`config.mk`:
```
export PLATFORM = sky130hd
export DESIGN_NAME = csp_clock_timer
export DESIGN_NICKNAME = d
export VERILOG_FILES = /design/src/csp_pkg.sv /design/src/csp_clock_timer.sv
export VERILOG_INCLUDE_DIRS = /design/src
export SDC_FILE = /design/constraint.sdc
export NUM_CORES = 1
export LEC_CHECK = 0
export ABC_AREA = 1
export BUFFER_PORTS_ARGS = -buffer_cell sky130_fd_sc_hd__buf_2
export CAP_MARGIN = 25
export CORE_ASPECT_RATIO = 0.7
export CORE_MARGIN = 2
export CORE_UTILIZATION = 54
export CTS_CLUSTER_SIZE = 20
export DETAILED_ROUTE_END_ITERATION = 8
export HOLD_SLACK_MARGIN = 0.12
export PLACE_DENSITY = 0.8
export SLEW_MARGIN = 20
export SYNTH_ARGS = -nofsm -noshare
export SYNTH_HDL_FRONTEND = slang
export SYNTH_SLANG_ARGS = --single-unit
```
`constraint.sdc`:
```
create_clock -name i_clk -period 1.96 [get_ports i_clk]
set_input_delay 0.196 -clock i_clk [delete_from_list [all_inputs] [get_ports i_clk]]
set_output_delay 0.196 -clock i_clk [all_outputs]
set_load 0.02 [all_outputs]
```
`src/csp_cfg.svh`:
```
// constants for the clock synthesizer and periodic timer block
`ifndef CSP_CFG_SVH
`define CSP_CFG_SVH
`define CSP_OFF_SYNTH 4'h0
`define CSP_OFF_IRQCTL 4'h4
`define CSP_OFF_TMOD 4'h8
`define CSP_OFF_STAT 4'hc
`define CSP_SYNTH_RST 16'h3f00
`define CSP_SYNTH_WMASK 16'hff83
`define CSP_IRQCTL_RST 16'h000f
`define CSP_IRQCTL_WMASK 16'h07ff
`define CSP_TMOD_WMASK 16'h01ff
`define CSP_BIT_W 15
`define CSP_BIT_X 14
`define CSP_Y_HI 13
`define CSP_Y_LO 8
`define CSP_BIT_BUSDIV 7
`define CSP_BIT_LOCK 3
`define CSP_BIT_STSC 1
`define CSP_BIT_STOPOUT 0
`define CSP_LVL_HI 10
`define CSP_LVL_LO 8
`define CSP_BIT_PRESEL 8
`define CSP_LOCK_TIME_NS 20000
`define CSP_CLK_NS 20
`define CSP_REFDIV_MAX 2'h3
`define CSP_PRESCALE_MAX 9'h1ff
`define CSP_SBC_HALF8 3'h3
`define CSP_SBC_HALF16 3'h7
`define CSP_MULT_BASE 3'h2
`endif

```
`src/csp_pkg.sv`:
```
// types shared by the clock synthesizer and periodic timer block
package csp_pkg;
  // bus access handshake states, gray coded
  typedef enum logic [1:0] {
    CSP_BUS_IDLE = 2'b00,
    CSP_BUS_ANSWER = 2'b01
  } csp_bus_e;
  // avalon request as seen by the slave
  typedef struct packed {
    logic [3:0] address;
    logic read;
    logic write;
    logic [31:0] writedata;
    logic [3:0] byteenable;
  } csp_avs_req_s;
  // interrupt acknowledge cycle from the processor
  typedef struct packed {
    logic valid;
    logic [2:0] level;
  } csp_iack_s;
endpackage : csp_pkg

```
`src/csp_clock_timer.sv`:
```
// clock synthesizer control, stop clocking and periodic interrupt timer
//
// Implementation choices: the Avalon-MM interface to the registers and the register addresses.
`timescale 1ns/1ps
`default_nettype none
`include "csp_cfg.svh"

// Operation
// strap low at reset: synthesizer off, system clock from external input
// strap high at reset: synthesizer makes system clock from reference
// output divide bit: clear gives vco/4, set gives vco/2, no relock
// fsys = fref/128 * 4 * (modulus+1) * 2^(2*tap + divide bit)
// synth_control resets to 3f00, lock flag undefined
// device held in reset at power-up until synthesizer locks
// any phase comparator input change forces a relock interval
// prescale tap bit 15 multiplies vco by four, needs relock
// six-bit feedback modulus multiplies by value plus one, relocks
// lock flag bit 3 shows lock only after first control write
// software keeps reserved control bits at zero
// bus divide bit: slow bus clock is fsys/8 clear, fsys/16 set
// stop: core clock bit clear uses crystal and stops vco
// stop: output bit clear holds clock pin low, else drives it
// synth_control readable and writable at any time
// periodic control bits 10:0 read/write, bits 15:11 read zero
// request level 000 disables, others request at that level
// periodic request wins over equal-level external request
// timer keeps counting while request level is zero
// acknowledged periodic interrupt returns eight-bit vector
// modulus zero stops timer; timer register always accessible
// prescale bit 8 divides by 512; resets to inverted strap
// period is modulus times prescale times four reference clocks
// timer counts down, requests on expiry, reloads modulus
module csp_clock_timer (
  input wire logic i_clk, // system clock, 50 MHz
  input wire logic i_sys_rst, // synchronous reset, active high
  input wire logic i_clock_source_strap, // clock mode strap
  input wire logic i_ref_tick, // one pulse per reference clock period
  input wire logic i_low_power_stop_instr, // low power stop active
  input wire logic i_ext_irq_pending, // external request at iack level
  input wire csp_pkg::csp_iack_s i_iack, // interrupt acknowledge cycle
  input wire csp_pkg::csp_avs_req_s i_avs, // avalon request
  output logic [31:0] o_avs_readdata, // avalon read data
  output logic o_avs_waitrequest, // avalon wait request
  output logic o_core_reset_hold, // keeps the rest of the chip in reset
  output logic o_synth_enable, // synthesizer powered and in use
  output logic o_vco_enable, // vco running
  output logic o_core_clk_from_vco, // core clock taken from vco
  output logic o_sys_from_ext, // system clock straight from ext input
  output logic [11:0] o_freq_mult, // fsys/fref times 128
  output logic o_sys_div_half, // output divider is vco/2
  output logic o_slow_bus_clock, // slow external bus clock
  output logic o_clock_output_pin, // clock output pin level
  output logic [2:0] o_irq_level, // periodic request level, 0 idle
  output logic o_timer_claim, // periodic timer answers this iack
  output logic o_ext_ack_allowed, // external source may answer iack
  output logic o_vector_valid, // vector on bus, one cycle
  output logic [7:0] o_vector // periodic vector
);

  localparam int LOCK_CYCLES =
    (`CSP_LOCK_TIME_NS + `CSP_CLK_NS - 1) / `CSP_CLK_NS;
  localparam logic [10:0] LOCK_MAX = 11'(LOCK_CYCLES);

  logic strap_reg;
  logic [15:0] synth_reg;
  logic [15:0] synth_next;
  logic [15:0] irqctl_reg;
  logic [15:0] irqctl_next;
  logic [15:0] tmod_reg;
  logic [15:0] tmod_next;
  logic written_reg;
  logic [10:0] lock_cnt_reg;
  logic locked;
  logic powered_reg;
  logic relock;
  logic vco_stopped_reg;
  logic [2:0] sbc_cnt_reg;
  logic sbc_reg;
  logic [1:0] refdiv_reg;
  logic [8:0] pre_reg;
  logic quarter_tick;
  logic tmr_tick;
  logic [7:0] cnt_reg;
  logic expire;
  logic pend_reg;
  logic ack_hit;
  logic [15:0] be_mask;
  logic [15:0] rd_word;
  logic wr_synth;
  logic wr_irqctl;
  logic wr_tmod;
  logic take;
  csp_pkg::csp_bus_e bus_reg;

  // clock source strap caught while reset is held
  always_ff @(posedge i_clk)
  begin
    if (i_sys_rst)
      strap_reg <= i_clock_source_strap;
  end

  // bus access handshake: one wait cycle, then answer
  assign take = (i_avs.read | i_avs.write) & (bus_reg == csp_pkg::CSP_BUS_ANSWER);
  assign o_avs_waitrequest = (i_avs.read | i_avs.write) & ~take;

  always_ff @(posedge i_clk)
  begin
    if (i_sys_rst)
      bus_reg <= csp_pkg::CSP_BUS_IDLE;
    else
    begin
      unique case (bus_reg)
        csp_pkg::CSP_BUS_IDLE:
        begin
          if (i_avs.read | i_avs.write)
            bus_reg <= csp_pkg::CSP_BUS_ANSWER;
        end
        csp_pkg::CSP_BUS_ANSWER:
          bus_reg <= csp_pkg::CSP_BUS_IDLE;
      endcase
    end
  end

  // byte lane mask for the low sixteen bits
  assign be_mask = {{8{i_avs.byteenable[1]}}, {8{i_avs.byteenable[0]}}};
  assign wr_synth = take & i_avs.write & (i_avs.address == `CSP_OFF_SYNTH);
  assign wr_irqctl = take & i_avs.write &
    (i_avs.address == `CSP_OFF_IRQCTL);
  assign wr_tmod = take & i_avs.write & (i_avs.address == `CSP_OFF_TMOD);

  // next values of the writable registers, reserved bits kept zero
  always_comb
  begin
    synth_next = (synth_reg & ~(be_mask & `CSP_SYNTH_WMASK)) |
      (i_avs.writedata[15:0] & be_mask & `CSP_SYNTH_WMASK);
    irqctl_next = (irqctl_reg & ~(be_mask & `CSP_IRQCTL_WMASK)) |
      (i_avs.writedata[15:0] & be_mask & `CSP_IRQCTL_WMASK);
    tmod_next = (tmod_reg & ~(be_mask & `CSP_TMOD_WMASK)) |
      (i_avs.writedata[15:0] & be_mask & `CSP_TMOD_WMASK);
  end

  // synthesizer control register, writable at any time
  always_ff @(posedge i_clk)
  begin
    if (i_sys_rst)
      synth_reg <= `CSP_SYNTH_RST;
    else if (wr_synth)
      synth_reg <= synth_next;
  end

  // first write arms the lock flag
  always_ff @(posedge i_clk)
  begin
    if (i_sys_rst)
      written_reg <= 1'b0;
    else if (wr_synth)
      written_reg <= 1'b1;
  end

  // periodic control register
  always_ff @(posedge i_clk)
  begin
    if (i_sys_rst)
      irqctl_reg <= `CSP_IRQCTL_RST;
    else if (wr_irqctl)
      irqctl_reg <= irqctl_next;
  end

  // periodic timer register, prescale bit from inverted strap
  always_ff @(posedge i_clk)
  begin
    if (i_sys_rst)
    begin
      tmod_reg <= '0;
      tmod_reg[`CSP_BIT_PRESEL] <= ~i_clock_source_strap;
    end
    else if (wr_tmod)
      tmod_reg <= tmod_next;
  end

  // relock on tap or modulus change, or vco restart after stop
  assign relock = (wr_synth &
    ((synth_next[`CSP_BIT_W] != synth_reg[`CSP_BIT_W]) |
     (synth_next[`CSP_Y_HI:`CSP_Y_LO] != synth_reg[`CSP_Y_HI:`CSP_Y_LO]))) |
    (vco_stopped_reg & ~i_low_power_stop_instr);

  // lock interval counter; external clock counts as locked
  always_ff @(posedge i_clk)
  begin
    if (i_sys_rst)
      lock_cnt_reg <= '0;
    else if (relock)
      lock_cnt_reg <= '0;
    else if (lock_cnt_reg != LOCK_MAX)
      lock_cnt_reg <= lock_cnt_reg + 11'h001;
  end
  assign locked = ~strap_reg | (lock_cnt_reg == LOCK_MAX);

  // vco off during stop when core runs from the crystal
  always_ff @(posedge i_clk)
  begin
    if (i_sys_rst)
      vco_stopped_reg <= 1'b0;
    else
      vco_stopped_reg <= strap_reg & i_low_power_stop_instr &
        ~synth_reg[`CSP_BIT_STSC];
  end

  // power-up hold released on first lock only
  always_ff @(posedge i_clk)
  begin
    if (i_sys_rst)
      powered_reg <= 1'b0;
    else if (locked)
      powered_reg <= 1'b1;
  end
  assign o_core_reset_hold = i_sys_rst | ~powered_reg;

  // clock source and frequency steering outputs
  assign o_synth_enable = strap_reg;
  assign o_sys_from_ext = ~strap_reg;
  assign o_vco_enable = strap_reg & ~vco_stopped_reg;
  assign o_core_clk_from_vco = strap_reg &
    ~(i_low_power_stop_instr & ~synth_reg[`CSP_BIT_STSC]);
  assign o_sys_div_half = synth_reg[`CSP_BIT_X];
  // 4*(y+1) shifted by 2w+x, all over 128, scaled by 128
  assign o_freq_mult = (12'(synth_reg[`CSP_Y_HI:`CSP_Y_LO]) + 12'h001) <<
    (`CSP_MULT_BASE + 3'({synth_reg[`CSP_BIT_W], 1'b0}) +
     3'(synth_reg[`CSP_BIT_X]));

  // slow bus clock divider, half period 4 or 8 system clocks
  always_ff @(posedge i_clk)
  begin
    if (i_sys_rst)
    begin
      sbc_cnt_reg <= '0;
      sbc_reg <= 1'b0;
    end
    else if (sbc_cnt_reg == (synth_reg[`CSP_BIT_BUSDIV] ?
             `CSP_SBC_HALF16 : `CSP_SBC_HALF8))
    begin
      sbc_cnt_reg <= '0;
      sbc_reg <= ~sbc_reg;
    end
    else
      sbc_cnt_reg <= sbc_cnt_reg + 3'h1;
  end
  assign o_slow_bus_clock = sbc_reg;

  // clock output pin gated during stop
  always_ff @(posedge i_clk)
  begin
    if (i_sys_rst)
      o_clock_output_pin <= 1'b0;
    else if (i_low_power_stop_instr & ~synth_reg[`CSP_BIT_STOPOUT])
      o_clock_output_pin <= 1'b0;
    else
      o_clock_output_pin <= ~o_clock_output_pin;
  end

  // reference divided by four
  always_ff @(posedge i_clk)
  begin
    if (i_sys_rst)
      refdiv_reg <= '0;
    else if (i_ref_tick)
      refdiv_reg <= refdiv_reg + 2'h1;
  end
  assign quarter_tick = i_ref_tick & (refdiv_reg == `CSP_REFDIV_MAX);

  // optional divide by 512
  always_ff @(posedge i_clk)
  begin
    if (i_sys_rst)
      pre_reg <= '0;
    else if (quarter_tick)
      pre_reg <= pre_reg + 9'h001;
  end
  assign tmr_tick = quarter_tick &
    (~tmod_reg[`CSP_BIT_PRESEL] | (pre_reg == `CSP_PRESCALE_MAX));

  // modulus down counter, stopped by a zero modulus
  always_ff @(posedge i_clk)
  begin
    if (i_sys_rst)
      cnt_reg <= '0;
    else if (tmod_reg[7:0] == 8'h00)
      cnt_reg <= '0;
    else if (tmr_tick)
    begin
      if (cnt_reg <= 8'h01)
        cnt_reg <= tmod_reg[7:0];
      else
        cnt_reg <= cnt_reg - 8'h01;
    end
  end
  assign expire = tmr_tick & (cnt_reg == 8'h01) &
    (tmod_reg[7:0] != 8'h00);

  // acknowledge matches the pending periodic level
  assign ack_hit = i_iack.valid & pend_reg &
    (i_iack.level == irqctl_reg[`CSP_LVL_HI:`CSP_LVL_LO]);

  // pending request: expiry sets, acknowledge clears, set wins
  always_ff @(posedge i_clk)
  begin
    if (i_sys_rst)
      pend_reg <= 1'b0;
    else if (expire & (irqctl_reg[`CSP_LVL_HI:`CSP_LVL_LO] != 3'h0))
      pend_reg <= 1'b1;
    else if (ack_hit | (irqctl_reg[`CSP_LVL_HI:`CSP_LVL_LO] == 3'h0))
      pend_reg <= 1'b0;
  end
  assign o_irq_level = pend_reg ?
    irqctl_reg[`CSP_LVL_HI:`CSP_LVL_LO] : 3'h0;

  // arbitration: periodic timer beats equal external request
  assign o_timer_claim = ack_hit;
  assign o_ext_ack_allowed = i_iack.valid & i_ext_irq_pending &
    ~ack_hit;

  // vector returned one cycle after a claimed acknowledge
  always_ff @(posedge i_clk)
  begin
    if (i_sys_rst)
    begin
      o_vector_valid <= 1'b0;
      o_vector <= '0;
    end
    else
    begin
      o_vector_valid <= ack_hit;
      if (ack_hit)
        o_vector <= irqctl_reg[7:0];
    end
  end

  // read word with lock flag gated until first write
  always_comb
  begin
    rd_word = '0;
    unique case (i_avs.address)
      `CSP_OFF_SYNTH:
      begin
        rd_word = synth_reg;
        rd_word[`CSP_BIT_LOCK] = written_reg & locked;
      end
      `CSP_OFF_IRQCTL: rd_word = irqctl_reg;
      `CSP_OFF_TMOD: rd_word = tmod_reg;
      `CSP_OFF_STAT: rd_word = {cnt_reg, 4'h0, pend_reg, powered_reg,
                                locked, strap_reg};
      default: rd_word = '0;
    endcase
  end

  // read data captured in the wait cycle, stands at the answer
  always_ff @(posedge i_clk)
  begin
    if (i_sys_rst)
      o_avs_readdata <= '0;
    else if (bus_reg == csp_pkg::CSP_BUS_IDLE)
      o_avs_readdata <= {16'h0000, rd_word};
  end
endmodule : csp_clock_timer
`default_nettype wire

```
==> After elaboration in Yosys (flattened, before gate mapping) <==
Cells that the tools add are included.
{ "totals": {"regBits": 115, "inputBits": 52, "out_inout_bits": 67, "word_cells": 120} }
{ "classes": {"n_addsub": 8, "order_cmp": 1, "eq_ne": 14, "n_shift": 1, "muxes": 10, "n_bitwise": 54, "reduce_logical": 12} }
{ "op_table": {"columns": ["op", "n"], "rows": [
  ["$and A16 B16 Y16", 4],
  ["$pmux W16 S4", 1],
  ["$and A1 B1 Y1", 24],
  ["$mux W9", 2],
  ["$not A11 Y16", 1],
  ["$not A16 Y16", 1],
  ["$not A9 Y16", 1],
  ["$or A16 B11 Y16", 1],
  ["$or A16 B16 Y16", 1],
  ["$or A16 B9 Y16", 1],
  ["$not A1 Y1", 13],
  ["$shl A7 B3 Y12", 1],
  ["$add A11 B1 Y11 const B", 1],
  ["$eq A11 B10 Y1 const B", 1],
  ["$ne A11 B10 Y1 const B", 1],
  ["$add A9 B1 Y9 const B", 1],
  ["$eq A9 B9 Y1 const B", 1],
  ["$eq A4 B4 Y1 const B", 2],
  ["$eq A8 B1 Y1 const B", 1],
  ["$le A8 B1 Y1 const B", 1],
  ["$logic_not A8 Y1", 1],
  ["$mux W8", 1],
  ["$reduce_bool A8 Y1", 1],
  ["$reduce_or A2 Y1", 4],
  ["23 further kinds", 33]
]} }

==> Longest topological paths before layout <==
{ "logic_depth": {"depth_word": 8, "depth_mapped": 11, "depth_no_buf": 11} }

==> Worst setup path before layout <==
No wires, ideal clock.
{ "synth_timing": {"path_kind": "register to output", "startpoint": "reg with a tool-made name", "endpoint": "out o_freq_mult[9]", "arrival_ns": 1.445, "required_time_ns": 1.764, "path_slack_ns": 0.319, "path_stages_with_launch": 6, "n_path_buf": 1, "path_cell_list": "dfxtp_1 -> clkbuf_1 -> inv_1 -> or2_2 -> nand3_1 -> o21ai_0"} }
{ "synth_lines": {"columns": ["item", "line_no", "rtl"], "rows": [
  ["end: declaration", "csp_clock_timer.sv:49", "output logic [11:0] o_freq_mult,"]
]} }

==> Worst setup path after layout <==
{ "layout_timing": {"startpoint": "reg synth_reg[8]", "endpoint": "out o_freq_mult[9]"} }
{ "layout_between": {"elab_chain_len": 2} }
{ "layout_rtl": {"columns": ["item", "line_no", "rtl"], "rows": [
  ["start: declaration", "csp_clock_timer.sv:65", "logic [15:0] synth_reg;"],
  ["start signal: assignment", "csp_clock_timer.sv:146", "synth_reg <= `CSP_SYNTH_RST;"],
  ["start signal: assignment", "csp_clock_timer.sv:148", "synth_reg <= synth_next;"],
  ["$add A6 B1 Y7", "csp_clock_timer.sv:227", "assign o_freq_mult = (12'(synth_reg[`CSP_Y_HI:`CSP_Y_LO]) + 12'h001) <<"],
  ["$shl A7 B3 Y12", "csp_clock_timer.sv:227", null]
]} }
Every way passes these cells.

==> impl_metrics.csv <==
group,metric,value,unit
sta,fmax,519,MHz
synth,synth_edf_count,2,
synth,synth_mux_area_share,0,%
clock_tree,htree_levels,3,
power,leakagePower,2.55,nW
synth,synthTopCellsByArea,"dfxtp_1 (39%), nand2_1 (12%), o21ai_0 (7.9%), nor2_1 (6.3%), a21oi_1 (5.9%)",
cells_and_area,area_delta_synth_final,18.4,%
sta,fin_crit_sh,98.3,%
min_path,worstHoldPathType,"primary input to register",
clock_tree,cts_tree,"built",
global_route,grt_use_total,25.8,%
synth,syn_area,4890,µm²
synth,yosysTopAreaCellShare,38.9,%
sta,setup_tns,0,ns
synth,synth_ff_type,"dfxtp_1",
clock_tree,cts_sinks,97,
place,place_congestion,0.900,
clock_tree,clockBufferDepth,2,
place,dp_worst_setup_slack,0.189,ns
synth,synthXorXnorAreaFrac,3.22,%
cells_and_area,antennaDiodeCount,0,
synth,yosysSeqAreaShare,40.1,%
worst_setup_path,start_kind,"register",
power,p_per_area,723,nW/µm²
worst_setup_path,crit_path_end_kind,"output port",
worst_setup_path,required,1.76,ns
global_route,grt_max_degree,42,
sta,min_period,1.93,ns
worst_setup_path,rrSetupSlack,0.20,ns
die,dieArea,9850,µm²
synth,yosys.area_share.simple,27.3,%
route,final_antenna_net_count,0,
route,wl_met3,954,µm
synth,synth_top_family_by_area,"simple AND/OR/NAND/NOR gates",
synth,yosys.area.top_type,"dfxtp_1",
place,placed_cell_area,5340,µm²
route,drc_errors,0,
synth,synthAdderAreaFrac,2.30,%
synth,synth_cells,700,
clock_tree,numCtsBuffers,9,
synth,synth_compound_area_share,16.5,%
route,wl_per_cell,13.8,µm
clock_tree,insertion_delay,0.35,ns
die,ios,119,
route,num_vias,4873,
global_route,antenna_found_initial,0,
route,routed_wl,12600,µm
die,initial_core_util,54.8,%
clock_tree,root_buffer,"clkbuf_16",
synth,yosys.cell_types.count,37,
cells_and_area,layout.nets,848,
worst_setup_path,crit_type,"register to output port",
clock_tree,clk_pin_slew_worst_paths,0.07,ns
place,dp_hpwl,9210,µm
power,ir_drop,0.000521,V
sta,setup_viol,0,
synth,async_reset_ff_share,0,%
route,top_layer,"met4",
route,first_pass_iters,5,
job,drv_cap,0,
route,wl_met2,5700,µm
worst_setup_path,cp.arrival,1.73,ns
route,drt-met1-wl,5650,µm
global_route,grt_pass1_wl,20800,µm
cells_and_area,finalCoreUtilization,64.9,%
die,die_x,118,µm
status,status,"complete, no violations",
cells_and_area,n_fill_cell,838,
cells_and_area,ff_latch_area,1970,µm²
place,port-buffer-count,82,
route,drt-initial-drc-count,364,
die,std_cell_rows,29,
sta,skew,0.00795,ns
global_route,grt_overflow,0,
synth,avgSynthCellArea,6.99,µm²
sta,fin_ws,0.0324,ns
cells_and_area,drive_gt1_share,17.7,%
cells_and_area,final_area,5790,µm²
route,via_per_inst,5.33,
synth,yosysWarnings,0,
die,core_area,8930,µm²
worst_setup_path,path_max_fanout,5,
power,p_total,4.19,mW
die,die_h,83.6,µm
sta,drv_slew,0,
cells_and_area,multiInputGateArea,2530,µm²
global_route,grt_pass1_vias,4442,
sta,rsz0062_at_grt,"yes",
synth,synth_seq_cells,97,
sta,hold_viol,0,
[timing repair]
| action | 4_1_cts | 5_1_grt |
|---|---|---|
| hold buffers | 8 | 0 |
| pin swaps | 0 | 1 |
| endpoints found under the setup margin | 6 | 7 |
| setup buffers | 0 | 1 |
| gates resized for setup | 8 | 10 |
| endpoints found under the hold margin | 8 | 0 |
[kinds of logic after synthesis]
logic type | Yosys count
AO/OA/AOI/OAI | 154
XOR/XNOR | 18
adder cells (fa/ha/maj) | 9
buffers and inverters | 109
flip-flops | 97
other | 1
AND/OR/NAND/NOR | 312
[synthesized netlist by cell type (all sizes together), types with 2 or more instances]
cell type	count
nand3b	2
dfxtp	95
inv	69
xnor2	7
a21oi	58
buf	28
nor2	97
nand2	154
nor4	3
nand3	44
nand4	3
clkbuf	11
nor3	6
o22ai	7
o211ai	5
ha	9
xor2	11
o21ai	80
edfxtp	2
[critical path, cell delays in order, from the launching register on]
cell and delay, ns:
dfxtp_4 0.37, buf_12 0.11, nand3_1 0.14, nor2_2 0.19, nand2_1 0.07, nand2_1 0.07, nand3_1 0.09, nand3_1 0.10
o21ai_0 0.07, buf_2 0.17
[path summary, 6_finish.rpt]
check / start / endpoint / cells after the start
max reg2reg: pre_reg[0] / cnt_reg[2] / 9
max: synth_reg[8] / o_freq_mult[9] / 9
min: i_avs[37] / bus_reg[0] / 3
min reg2reg: register / vco_stopped_reg / 1
[report_power, final]
part | leakage, nW | internal [mW] | total [mW] | switching, mW
combinational | 1.63 | 0.134 | 0.400 | 0.266
sequential | 0.788 | 2.01 | 2.04 | 0.0247
clock | 0.141 | 1.01 | 1.75 | 0.737
[metrics by stage]
| stage | hold slack (ns) | std cells |
|---|---|---|
| 3_3_place_gp | 0.407 | 891 |
| 6_report | 0.139 | 914 |
| 5_1_grt | 0.159 | 914 |
| 3_5_place_dp | 0.412 | 891 |
| 4_1_cts | 0.132 | 913 |
| 2_1_floorplan | 0.286 | 717 |
[placed cells by master (no fill, tap or decap), types with 8 or more instances in the layout]
cell / n
clkbuf_16: 9
dlygate4sd3_1: 8
inv_1: 66
xor2_1: 10
dfxtp_1: 91
ha_1: 8
o21ai_0: 77
nor2_1: 80
buf_2: 82
nand3_1: 42
a21oi_1: 58
nor2_2: 14
nand2_1: 150
conb_1: 18
[area by class of cell]
cell class                 instances  area share, %
multi-input combinational        511           43.7
sequential                        97           34.0
timing repair buffer              98           9.93
inverter                          70           4.60
clock buffer                      10           4.12
tap                              124           2.68
clock inverter                     4          0.907
[per-layer routing]
metal | up-vias | track usage, %
met5 | - | 0
met4 | 0 | 10.2
met3 | 36 | 6.35
met2 | 196 | 40.9
met1 | 2235 | 34.2
li1 | 2406 | -
Note: power is estimated with default switching activity, not from simulation.
